===== src/verilog/stce_params.svh =====
// Constants for the swap, supervisor-call and coprocessor execution block
`ifndef STCE_PARAMS_SVH
`define STCE_PARAMS_SVH
`define STCE_SVC_VECTOR    32'h0000_0008
`define STCE_UND_VECTOR    32'h0000_0004
`define STCE_ABT_VECTOR    32'h0000_0010
`define STCE_MODE_SVC      5'h13
`define STCE_MODE_UND      5'h1b
`define STCE_MODE_ABT      5'h17
`define STCE_MODE_USR      5'h10
`define STCE_PSR_RESET     32'h0000_00d3
`define STCE_PC_STEP       32'h0000_0004
`define STCE_COND_HI       31
`define STCE_COND_LO       28
`define STCE_SWP_BYTE_BIT  22
`define STCE_PC_REG        4'hf
`define STCE_LR_REG        4'he
`endif


===== src/verilog/stce_pkg.sv =====
// Types for the swap, supervisor-call and coprocessor execution block
package stce_pkg;
   typedef enum logic [2:0] {
      STCE_IDLE  = 3'b000,
      STCE_RD    = 3'b001,
      STCE_WR    = 3'b011,
      STCE_INT   = 3'b010,
      STCE_TRAP1 = 3'b110,
      STCE_TRAP2 = 3'b111,
      STCE_TRAP3 = 3'b101
   } stce_state_t;
   typedef enum logic [1:0] {
      STCE_CLS_NONE = 2'h0,
      STCE_CLS_SWP  = 2'h1,
      STCE_CLS_SVC  = 2'h2,
      STCE_CLS_COP  = 2'h3
   } stce_class_t;
   typedef enum logic [1:0] {
      STCE_CYC_S = 2'h0,
      STCE_CYC_N = 2'h1,
      STCE_CYC_I = 2'h2
   } stce_cycle_t;
endpackage


===== src/verilog/stce_dec_if.sv =====
// Decode results passed from the decoder to the executor
`timescale 1ns/100ps
interface stce_dec_if;
   import stce_pkg::*;
   logic        condPass;
   stce_class_t opClass;
   logic        swpByte;
   logic [3:0]  baseIdx;
   logic [3:0]  srcIdx;
   logic [3:0]  dstIdx;
   logic        isReturn;
   modport dec (output condPass, opClass, swpByte, baseIdx, srcIdx, dstIdx,
                isReturn);
   modport exe (input condPass, opClass, swpByte, baseIdx, srcIdx, dstIdx,
                isReturn);
endinterface


===== src/verilog/stce_exec.sv =====
// Function
// RL1: Each instruction acts only when its condition passes on current flags.
// RL2: Swap is one read then one write, no interrupt between them.
// RL3: Swap reads base address, writes source, loads old value to destination.
// RL4: Source equal to destination still swaps correctly.
// RL5: Bus lock is high across both swap read and write cycles.
// RL6: Memory manager must not take the bus while lock is high.
// RL7: Size bit one swaps a byte, zero swaps a word.
// RL8: Swap byte placement matches ordinary load then store.
// RL9: Abort on swap read or write takes the data abort trap.
// RL10: Swap costs one S, two N and one I cycle.
// RL11: Supervisor call enters supervisor mode, PC to 0x08, saves status.
// RL12: Supervisor link gets address of the word after the call.
// RL13: Moving link to PC with restore resumes caller and restores status.
// RL14: Low 24 bits of a supervisor call are ignored.
// RL15: Supervisor call costs two S and one N cycle.
// RL16: Coprocessor data op waits for no result and never stalls.
// RL17: Every coprocessor instruction takes the undefined-instruction trap.
// RL18: Only bit 4 and bits 24 to 31 matter when decoding coprocessor ops.
// RL19: A coprocessor answers only its own number field, 0 to 15; here the number field is not decoded and every coprocessor op traps.
// RL20: Coprocessor data op costs one S plus one I per busy-wait cycle; here it traps instead, one N then two S cycles.
`timescale 1ns/100ps
`include "stce_params.svh"
module stce_exec
   import stce_pkg::*;
(
   // Clock and reset
   input  wire logic        mclk,
   input  wire logic        srst,
   // Instruction issue
   input  wire logic        issueValid,
   input  wire logic [31:0] instr,
   input  wire logic [31:0] instrAddr,
   input  wire logic        bigEndian,
   // Register file read view
   input  wire logic [31:0] baseVal,
   input  wire logic [31:0] srcVal,
   input  wire logic [31:0] linkVal,
   // Memory bus
   input  wire logic [31:0] memRdata,
   input  wire logic        memAbort,
   input  wire logic        memReady,
   output logic [31:0]      memAddr,
   output logic [31:0]      memWdata,
   output logic             memRead,
   output logic             memWrite,
   output logic             memByte,
   output logic             memLock,
   output logic [1:0]       cycleType,
   // Processor state
   output logic [31:0]      statusReg,
   output logic [31:0]      savedStatusSvc,
   output logic [31:0]      supervisorLinkReg,
   output logic [31:0]      pcOut,
   output logic             pcLoad,
   output logic             regWe,
   output logic [3:0]       regWaddr,
   output logic [31:0]      regWdata,
   output logic             busy,
   output logic             trapUndef,
   output logic             trapAbort,
   output logic             trapSvc
);
   stce_dec_if dec ();

   stce_decoder u_dec (
      .instr     (instr),
      .flagsNzcv (statusReg[31:28]),
      .dec       (dec)
   );

   stce_state_t state_reg, state_next;
   logic [31:0] addr_reg;
   logic [31:0] wdata_reg;
   logic [31:0] rdata_reg;
   logic        byte_reg;
   logic [3:0]  dst_reg;
   logic        abort_reg;

   wire         start    = issueValid && (state_reg == STCE_IDLE)
                           && dec.condPass; // RL1
   wire         startSwp = start && (dec.opClass == STCE_CLS_SWP);
   wire         startSvc = start && (dec.opClass == STCE_CLS_SVC);
   wire         startCop = start && (dec.opClass == STCE_CLS_COP);
   wire         startRet = start && (dec.opClass == STCE_CLS_NONE)
                           && dec.isReturn;
   wire [1:0]   lane     = addr_reg[1:0];
   wire [1:0]   laneSel  = bigEndian ? ~lane : lane;
   wire [4:0]   laneSh   = {laneSel, 3'b000};
   // Byte load extracts and zero-fills like a single load
   wire [31:0]  rdShift  = memRdata >> laneSh;
   wire [31:0]  rdValue  = byte_reg ? {24'h0, rdShift[7:0]} : memRdata; // RL8
   // Byte store replicates across all lanes like a single store
   wire [31:0]  wrValue  = byte_reg ? {4{wdata_reg[7:0]}} : wdata_reg; // RL8
   wire         abortAny = abort_reg || memAbort;

   always_comb begin
      state_next = state_reg;
      case (state_reg)
         STCE_IDLE: begin
            if (startSwp)
               state_next = STCE_RD;
            else if (startSvc || startCop)
               state_next = STCE_TRAP1;
         end
         STCE_RD:    if (memReady) state_next = STCE_WR; // RL2
         STCE_WR:    if (memReady) state_next = STCE_INT;
         STCE_INT:   state_next = abort_reg ? STCE_TRAP1 : STCE_IDLE;
         STCE_TRAP1: state_next = STCE_TRAP2;
         STCE_TRAP2: state_next = STCE_TRAP3;
         STCE_TRAP3: state_next = STCE_IDLE;
         default:    state_next = STCE_IDLE;
      endcase
   end

   // Captured operands: the source is latched before the read returns,
   // so naming it as the destination too does no harm.
   always_ff @(posedge mclk) begin
      if (srst) begin
         state_reg <= STCE_IDLE;
         addr_reg  <= 32'h0;
         wdata_reg <= 32'h0;
         rdata_reg <= 32'h0;
         byte_reg  <= 1'b0;
         dst_reg   <= 4'h0;
         abort_reg <= 1'b0;
      end else begin
         state_reg <= state_next;
         if (start) begin
            addr_reg  <= baseVal; // RL3
            wdata_reg <= srcVal; // RL4
            byte_reg  <= dec.swpByte; // RL7
            dst_reg   <= dec.dstIdx;
            abort_reg <= 1'b0;
         end
         if (state_reg == STCE_RD && memReady)
            rdata_reg <= rdValue; // RL3
         if ((state_reg == STCE_RD || state_reg == STCE_WR) && memReady)
            abort_reg <= abortAny; // RL9
      end
   end

   // Bus signals: lock spans the read and the write
   wire inRd = state_next == STCE_RD;
   wire inWr = state_next == STCE_WR;
   always_ff @(posedge mclk) begin
      if (srst) begin
         memAddr   <= 32'h0;
         memWdata  <= 32'h0;
         memRead   <= 1'b0;
         memWrite  <= 1'b0;
         memByte   <= 1'b0;
         memLock   <= 1'b0;
         cycleType <= 2'h0;
      end else begin
         memAddr   <= startSwp ? baseVal : addr_reg;
         memByte   <= startSwp ? dec.swpByte : byte_reg;
         memWdata  <= wrValue;
         memRead   <= inRd;
         memWrite  <= inWr;
         memLock   <= inRd || inWr; // RL5 RL6
         case (state_next) // RL10 RL15 RL20
            STCE_RD, STCE_WR: cycleType <= STCE_CYC_N;
            STCE_INT:         cycleType <= STCE_CYC_I;
            STCE_TRAP1:       cycleType <= STCE_CYC_N;
            default:          cycleType <= STCE_CYC_S;
         endcase
      end
   end

   // Trap entry happens as the trap sequence begins
   wire enterTrap = state_next == STCE_TRAP1 && state_reg != STCE_TRAP1;
   wire trapIsSvc = (state_reg == STCE_IDLE) && startSvc;
   wire trapIsCop = (state_reg == STCE_IDLE) && startCop;
   wire trapIsAbt = (state_reg == STCE_INT);
   wire [4:0]  newMode = trapIsSvc ? `STCE_MODE_SVC :
                         trapIsCop ? `STCE_MODE_UND : `STCE_MODE_ABT;
   wire [31:0] vector  = trapIsSvc ? `STCE_SVC_VECTOR :
                         trapIsCop ? `STCE_UND_VECTOR : `STCE_ABT_VECTOR;

   always_ff @(posedge mclk) begin
      if (srst) begin
         statusReg         <= `STCE_PSR_RESET;
         savedStatusSvc    <= 32'h0;
         supervisorLinkReg <= 32'h0;
         pcOut             <= 32'h0;
         pcLoad            <= 1'b0;
         regWe             <= 1'b0;
         regWaddr          <= 4'h0;
         regWdata          <= 32'h0;
         trapUndef         <= 1'b0;
         trapAbort         <= 1'b0;
         trapSvc           <= 1'b0;
      end else begin
         pcLoad    <= 1'b0;
         regWe     <= 1'b0;
         trapUndef <= 1'b0;
         trapAbort <= 1'b0;
         trapSvc   <= 1'b0;
         if (enterTrap) begin
            // Interrupts masked: I bit set on every trap
            statusReg <= {statusReg[31:8], 1'b1, statusReg[6:5], newMode};
            pcOut     <= vector; // RL11 RL17
            pcLoad    <= 1'b1;
            trapSvc   <= trapIsSvc;
            trapUndef <= trapIsCop; // RL16
            trapAbort <= trapIsAbt; // RL9
            if (trapIsSvc) begin
               savedStatusSvc    <= statusReg; // RL11
               supervisorLinkReg <= instrAddr + `STCE_PC_STEP; // RL12
            end
         end else if (startRet) begin
            pcOut     <= linkVal; // RL13
            pcLoad    <= 1'b1;
            statusReg <= savedStatusSvc; // RL13
         end else if (state_reg == STCE_INT && !abort_reg) begin
            regWe    <= 1'b1;
            regWaddr <= dst_reg; // RL3
            regWdata <= rdata_reg;
         end
      end
   end

   // Busy also blocks interrupts mid-swap
   always_ff @(posedge mclk) begin
      if (srst)
         busy <= 1'b0;
      else
         busy <= state_next != STCE_IDLE; // RL2
   end
endmodule


===== src/verilog/stce_decoder.sv =====
// Instruction class and condition decode
`timescale 1ns/100ps
`include "stce_params.svh"
module stce_decoder
   import stce_pkg::*;
(
   // Instruction and flags
   input  wire logic [31:0] instr,
   input  wire logic [3:0]  flagsNzcv,
   // Decoded fields
   stce_dec_if.dec          dec
);
   wire [3:0] cond = instr[`STCE_COND_HI:`STCE_COND_LO];
   wire       fN   = flagsNzcv[3];
   wire       fZ   = flagsNzcv[2];
   wire       fC   = flagsNzcv[1];
   wire       fV   = flagsNzcv[0];
   logic      pass;

   always_comb begin
      case (cond) // RL1
         4'h0: pass = fZ;
         4'h1: pass = !fZ;
         4'h2: pass = fC;
         4'h3: pass = !fC;
         4'h4: pass = fN;
         4'h5: pass = !fN;
         4'h6: pass = fV;
         4'h7: pass = !fV;
         4'h8: pass = fC && !fZ;
         4'h9: pass = !fC || fZ;
         4'ha: pass = fN == fV;
         4'hb: pass = fN != fV;
         4'hc: pass = !fZ && (fN == fV);
         4'hd: pass = fZ || (fN != fV);
         4'he: pass = 1'b1;
         default: pass = 1'b0;
      endcase
   end

   // Swap: only the fixed pattern bits are checked
   wire isSwp = (instr[27:23] == 5'h02) && (instr[21:20] == 2'h0)
                && (instr[11:4] == 8'h09);
   wire isSvc = instr[27:24] == 4'hf; // RL14
   // Coprocessor data op: only bit 4 and the top byte matter here
   wire isCdp = (instr[27:24] == 4'he) && !instr[4]; // RL18
   // Any other coprocessor class (transfers, register moves) also traps
   wire isCopOther = (instr[27:25] == 3'h6) || ((instr[27:24] == 4'he)
                     && instr[4]);
   // Return: move link into PC with status restore
   wire isMovsPc = (instr[27:20] == 8'h1b) && (instr[11:4] == 8'h00)
                   && (instr[15:12] == `STCE_PC_REG)
                   && (instr[3:0] == `STCE_LR_REG);

   assign dec.condPass = pass;
   assign dec.opClass  = isSwp ? STCE_CLS_SWP :
                         isSvc ? STCE_CLS_SVC :
                         (isCdp || isCopOther) ? STCE_CLS_COP :
                         STCE_CLS_NONE; // RL17
   assign dec.swpByte  = instr[`STCE_SWP_BYTE_BIT]; // RL7
   assign dec.baseIdx  = instr[19:16];
   assign dec.srcIdx   = instr[3:0];
   assign dec.dstIdx   = instr[15:12];
   assign dec.isReturn = isMovsPc;
endmodule


===== config.mk =====
export PLATFORM = sky130hd
export DESIGN_NAME = stce_exec
export DESIGN_NICKNAME = d
export VERILOG_FILES = /design/src/verilog/stce_pkg.sv /design/src/verilog/stce_dec_if.sv /design/src/verilog/stce_exec.sv /design/src/verilog/stce_decoder.sv
export VERILOG_INCLUDE_DIRS = /design/src /design/src/verilog
export SDC_FILE = /design/constraint.sdc
export NUM_CORES = 1
export LEC_CHECK = 0
export BUFFER_PORTS_ARGS = -buffer_cell sky130_fd_sc_hd__buf_4
export CAP_MARGIN = 0
export CORE_UTILIZATION = 45
export CTS_BUF_LIST = sky130_fd_sc_hd__clkbuf_16
export DETAILED_ROUTE_END_ITERATION = 8
export PLACE_DENSITY = 0.72
export SETUP_SLACK_MARGIN = 0.4
export SLEW_MARGIN = 20
export SYNTH_ARGS = -nofsm -noshare
export SYNTH_HDL_FRONTEND = slang
export SYNTH_SLANG_ARGS = --single-unit

===== constraint.sdc =====
create_clock -name mclk -period 4 [get_ports mclk]
set_input_delay 0 -clock mclk [delete_from_list [all_inputs] [get_ports mclk]]
set_output_delay 0 -clock mclk [all_outputs]
set_load 0.01 [all_outputs]

# After elaboration in Yosys (flattened, before gate mapping)
# Cells that the tools add are included.
[classes]
n_addsub = 1
n_eq_ne = 37
n_shift = 1
mux = 29
bitwise = 3
n_reduce_logical = 51
[ops]
columns = ["cell", "n"]
rows = [
  ["32-bit two-way mux", 5],
  ["4-bit == test (second input constant)", 11],
  ["32-bit by 3-bit adder with 32-bit output (second input constant)", 1],
  ["32-bit by 5-bit right shift with 8-bit output", 1],
  ["1-bit logical AND", 22],
  ["5-bit two-way mux", 4],
  ["3-bit case mux with 6 select lines", 1],
  ["4-bit by 3-bit == test with 1-bit output (second input constant)", 4],
  ["3-bit two-way mux", 5],
  ["1-bit case mux with 15 select lines", 1],
  ["3-bit by 2-bit == test with 1-bit output (second input constant)", 4],
  ["3-bit == test (second input constant)", 4],
  ["4-bit by 2-bit == test with 1-bit output (second input constant)", 2],
  ["8-bit by 4-bit == test with 1-bit output (second input constant)", 1],
  ["8-bit by 5-bit == test with 1-bit output (second input constant)", 1],
  ["8-bit logical NOT", 1],
  ["1-bit logical OR", 8],
  ["2-bit two-way mux", 4],
  ["4-bit two-way mux", 2],
  ["3-bit by 1-bit == test with 1-bit output (second input constant)", 2],
  ["1-bit logical NOT", 6],
  ["1-bit two-way mux", 6],
  ["3-bit OR reduction", 2],
  ["5-bit by 2-bit == test with 1-bit output (second input constant)", 1],
  ["17 further kinds", 23],
]
[totals]
reg_bits = 345
out_inout_bits = 240
elab_cells = 150

# Depth between registers and ports, before layout
[depth]
word_depth = 17
depth_mapped = 10
mapped_depth_nobuf = 7

# Hierarchy
# From an unflattened synthesis, not the netlist that was laid out.
[hier_totals]
hier_cells = 1556
hier_area_um2 = 12931.2
[modules_own_cells]
columns = ["module", "n_inst", "cells_each", "area_per_inst_um2"]
rows = [
  ["stce_exec", 1, 1503, 12554.5],
  ["stce_decoder", 1, 53, 376.6],
]

# Least setup slack after synthesis
# Ideal clock, no wire load.
[synth_path]
kind = "reg2reg"
start = "register statusReg[28]"
end = "register pcOut[4]"
setup_time_ns = 0.122
arrival_ns = 2.081
required_time_ns = 3.878
path_slack_ns = 1.797
stages_incl_launch_ff = 8
path_buffers = 1
synth_period_minus_slack_ns = 2.203
cell_sequence = "dfxtp_1 -> buf_2 -> xor2_1 -> o22ai_1 -> mux2i_1 -> nand3_1 -> o211a_2 -> a311o_1"
[synth_between]
elab_chain_cells = 12
elab_cells_between_ends = 24
[synth_lines]
columns = ["element", "line", "rtl"]
rows = [
  ["from (decl)", "stce_exec.sv:51", "output logic [31:0] statusReg,"],
  ["from (signal assigned)", "stce_exec.sv:183", "statusReg <= `STCE_PSR_RESET;"],
  ["from (signal assigned)", "stce_exec.sv:202", "statusReg <= {statusReg[31:8], 1'b1, statusReg[6:5], newMode};"],
  ["from (signal assigned)", "stce_exec.sv:215", "statusReg <= savedStatusSvc;"],
  ["1-bit != test or 1-bit == test (tied branches)", "-", ""],
  ["1-bit logical OR or 1-bit logical AND (tied branches)", "stce_decoder.sv:35, stce_decoder.sv:34", ""],
  ["1-bit case mux with 15 select lines *", "stce_decoder.sv:21", "case (cond)"],
  ["1-bit logical AND *", "stce_exec.sv:81", "&& dec.condPass;"],
  ["1-bit logical AND, on equally long branches", "stce_exec.sv:83, stce_exec.sv:84", ""],
  ["1-bit logical OR", "stce_exec.sv:103", "else if (startSvc || startCop)"],
  ["3-bit two-way mux", "stce_exec.sv:103", ""],
  ["3-bit two-way mux", "stce_exec.sv:101", "if (startSwp)"],
  ["3-bit case mux with 6 select lines", "stce_exec.sv:99", "case (state_reg)"],
  ["3-bit == test", "stce_exec.sv:172", "wire enterTrap = state_next == STCE_TRAP1 && state_reg != STCE_TRAP1;"],
  ["1-bit logical AND", "stce_exec.sv:172", ""],
  ["32-bit two-way mux or 2-bit nonzero test (tied branches)", "-", ""],
  ["to (signal assigned)", "stce_exec.sv:203", "pcOut <= vector;"],
  ["to (signal assigned)", "stce_exec.sv:213", "pcOut <= linkVal;"],
  ["to (decl)", "stce_exec.sv:54", "output logic [31:0] pcOut,"],
]
# Every way passes the cells marked *; elsewhere a longest branch is shown, timed or not.
# A chain may end at the register's enable or synchronous reset.

# Worst setup path in the final report
[layout_path]
start = "register statusReg[28]"
end = "register wdata_reg[27]"
[layout_between]
elab_chain_cells = 4
elab_cells_between_ends = 7
[layout_lines]
columns = ["element", "line", "rtl"]
rows = [
  ["1-bit != test or 1-bit == test (tied branches)", "-", ""],
  ["1-bit logical OR or 1-bit logical AND (tied branches)", "stce_decoder.sv:35, stce_decoder.sv:34", ""],
  ["1-bit case mux with 15 select lines *", "stce_decoder.sv:21", ""],
  ["1-bit logical AND *", "stce_exec.sv:81", ""],
  ["to (signal assigned)", "stce_exec.sv:131", "wdata_reg <= srcVal;"],
  ["to (decl)", "stce_exec.sv:74", "logic [31:0] wdata_reg;"],
]
# Marked as above.

==> key figures <==
Status
  – Status: complete, no violations

Power
  – Int Power: around 5.8 mW
  – Clk pwr share: 0.430
  – Switching pwr: around 1.8 mW
  – Total power: 7.55 mW
  – Power per cell area: 384 nW/um2
  – Leak Pwr: ~8.1 nW
  – Comb power frac: 0.100
  – Max VDD drop: roughly 0.34 mV
  – Sequential share of power: 0.470
  – Net Sw Frac: 0.233

STA
  – Final period util: 0.722
  – Max Clk Rate: 0.346 GHz
  – Hold WS: 0.0197 ns
  – Clk_skew: 0.0180 ns
  – Pin slew with the least headroom to its limit: about 1 ns
  – # setup viols final: 0
  – Slew headroom: 0.341
  – Slew Viols, Final: 0
  – Final min period: approximately 2.9 ns
  – Setup TNS: 0 ns
  – Final Hold Viols: 0
  – RSZ-0062 raised after global routing: false

Yosys
  – Largest area contributor in the netlist: dfxtp_1
  – Async SR Flop Fraction: 0
  – Syn Area/Cell: 8.52 um2
  – Cells after Synth: 1554
  – Yosys warning count: 0
  – Most common cell in the netlist: nand2_1
  – Sequential area share after synthesis: 0.521
  – Number of flops mapped to enable cells by yosys: 0
  – Seq cells post-synth: between 300 and 400
  – Cell variety after synth: 57
  – Top_reg_cell synth: dfxtp_1
  – Post-synth top cells: 435 x nand2_1, 345 x dfxtp_1, 231 x a21oi_1
  – Dominant cells by area after synthesis: dfxtp_1 52%, nand2_1 12%, a21oi_1 8.7%, mux2i_1 2.9%, nor2_1 2.4%
  – Synthesized area: ~13000 um2
  – Mapped Nets: 1753
  – Post-synth top area share: 0.521

Routing
  – Total Wirelength: between 40000 and 50000 um
  – Vias: ~13000
  – DR vias/cell: roughly 5.2
  – Initial drt markers: between 700 and 800
  – Antenna Nets Post-Route: 0
  – Routed wire length per instance: around 17 um
  – DRC: 0
  – Drt pass-1 iters: 5

Finish
  – Register area: a little under 7000 um2
  – Final Non-Filler Cells: between 2000 and 3000
  – Area of the multi-input gates: 5780 um2
  – Share of cells above drive strength 1: 0.252
  – Finished Core Util: 0.682
  – Area Growth Syn to Fin: 48.6%
  – Fill count: 2258
  – Final nets: approximately 2300

Worst hold path
  – HP Class: primary input to register

Floorplan
  – # IOs: roughly 440
  – Initial core utilization: 0.459
  – Die area: around 30000 um2
  – Die width: 174 um
  – Core Region: approximately 29000 um2
  – Die H: roughly 170 um
  – Row count: 62

Clock tree
  – CTS H-tree depth: 2
  – Setup bufs post-CTS: 0
  – Root buf cell: clkbuf_16
  – Clock Latency Late Sink: roughly 0.51 ns
  – Clock sinks: approximately 350
  – Clock Tree Buf Depth: 3
  – Reg clk slew, reported paths: 0.06 ns
  – TritonCTS buffer count: 37
  – CTS tree: yes

Global route
  – Antenna violations before repair: 2
  – Vias in the first global route: 13000
  – Tot GR Track Use: 0.278
  – GRT overflow: 0
  – First-pass GRT wire length: a little under 70000 um
  – Largest net degree at the start of global routing: 157

Placed design
  – Gpl congestion: 0.873
  – HPWL Detailed: between 20000 and 30000 um
  – Placed Cells: ~2300
  – I/O Buffers: around 430

Critical path
  – CP required: around 4.4 ns
  – Arrival @ worst endpoint: between 3 and 4 ns
  – Crit-path slowest cell: a31o_2
  – Critical path peak fanout: 40
  – Critical path class: register to register
  – CP Capture Type: register
  – CP Cell Sequence: xor2_1, o22ai_1, mux2i_1, a31o_2, buf_12, nand2_1, a21oi_1
  – Startpoint Class: register
  – Slowest stage delay, CP: 0.76 ns

Run
  – Number of max-cap violations: 0
==> power by group through the flow <==
stage	registers (mW)	logic [mW]	clock network, mW
after floorplan	3.62	0.285	0
after global placement	3.62	0.584	0
after detailed placement	3.62	0.592	0
final	3.55	0.754	3.25
after global routing	3.55	0.809	3.45
after CTS	3.55	0.742	3.30
==> logic make-up (layout without fill, tap and decap cells) <==
| group | after synthesis | count (layout) | share of synthesized area |
|---|---|---|---|
| AO/OA/AOI/OAI | 327 | 327 | 0.152 |
| other | 0 | 1 | 0 |
| buffers and inverters | 150 | 734 | 0.0472 |
| multiplexers | 50 | 50 | 0.0456 |
| adder cells (fa/ha/maj) | 1 | 1 | 0.000944 |
| XOR/XNOR | 31 | 31 | 0.0205 |
| AND/OR/NAND/NOR | 650 | 650 | 0.213 |
| flip-flops | 345 | 345 | 0.521 |
==> path summary, 6_finish.rpt <==
kind	start	endpoint	slack, ns	cells past startpoint
setup / recovery	statusReg[28]	wdata_reg[27]	1.11	7
hold / removal	memReady	abort_reg	0.02	5
setup reg to reg	statusReg[28]	wdata_reg[27]	1.11	7
hold reg to reg	addr_reg[27]	memAddr[27]	0.44	2
==> cell usage in the layout (no fill, tap or decap), drive strengths merged, types with 3 or more instances in the layout <==
cell type	netlist	routed
nand2	435	435
mux4	8	8
nor2b	13	13
nor4	5	5
buf	44	450
nand3b	27	27
xnor2	18	18
mux2	3	3
clkbuf	66	39
clkinv	0	13
nand3	14	14
mux2i	39	39
and2	3	3
xor2	13	13
nand2b	29	29
and3	3	3
o31ai	5	5
inv	40	51
dlygate4sd3	0	178
a21oi	231	231
o211ai	3	3
nor2	83	83
a31o	3	3
nand4	16	16
a211oi	36	36
nor3	10	10
dfxtp	345	345
o32ai	29	29
==> per-layer routing <==
| metal | share of wire | wire (um) | GRT usage |
|---|---|---|---|
| met1 | 0.38 | 16700 | 0.314 |
| met2 | 0.48 | 20900 | 0.484 |
| met3 | 0.084 | 3650 | 0.0748 |
| met4 | 0.048 | 2090 | 0.140 |
| met5 | 0.00021 | 9 | 0 |
==> critical path, delay by kind of cell, from the launching register on <==
family	cells	cell delay, ns
buffers and inverters	1	0.30
DFF	1	0.50
xor gates and xnor gates	1	0.11
AOI/OAI and AO/OA	3	1.18
muxes	1	0.60
and+or+nand+nor	1	0.08
==> repair_timing <==
| action | 4_1_cts | 5_1_grt |
|---|---|---|
| gates resized for setup | 0 | 0 |
| hold buffers | 178 | 0 |
| endpoints found under the hold margin | 228 | 0 |
==> per-stage QoR <==
| step | cell area (um2) | setup WS, ns |
|---|---|---|
| floorplan | 13200 | 1.80 |
| global placement | 16800 | 1.20 |
| detailed placement | 16800 | 1.14 |
| CTS | 19700 | 1.09 |
| global route | 19700 | 0.868 |
| finish | 19700 | 1.11 |
==> layout make-up <==
cell class / count / share of cell area
clock buffers: 39 / 0.0496
repair buffers: 628 / 0.265
diodes: 1 / 0.000127
inverters: 40 / 0.00763
clock inverters: 27 / 0.00877
flip-flops and latches: 345 / 0.351
multi-input cells: 1059 / 0.293
well taps: 384 / 0.0244
Power figures use the tool's default switching activity.
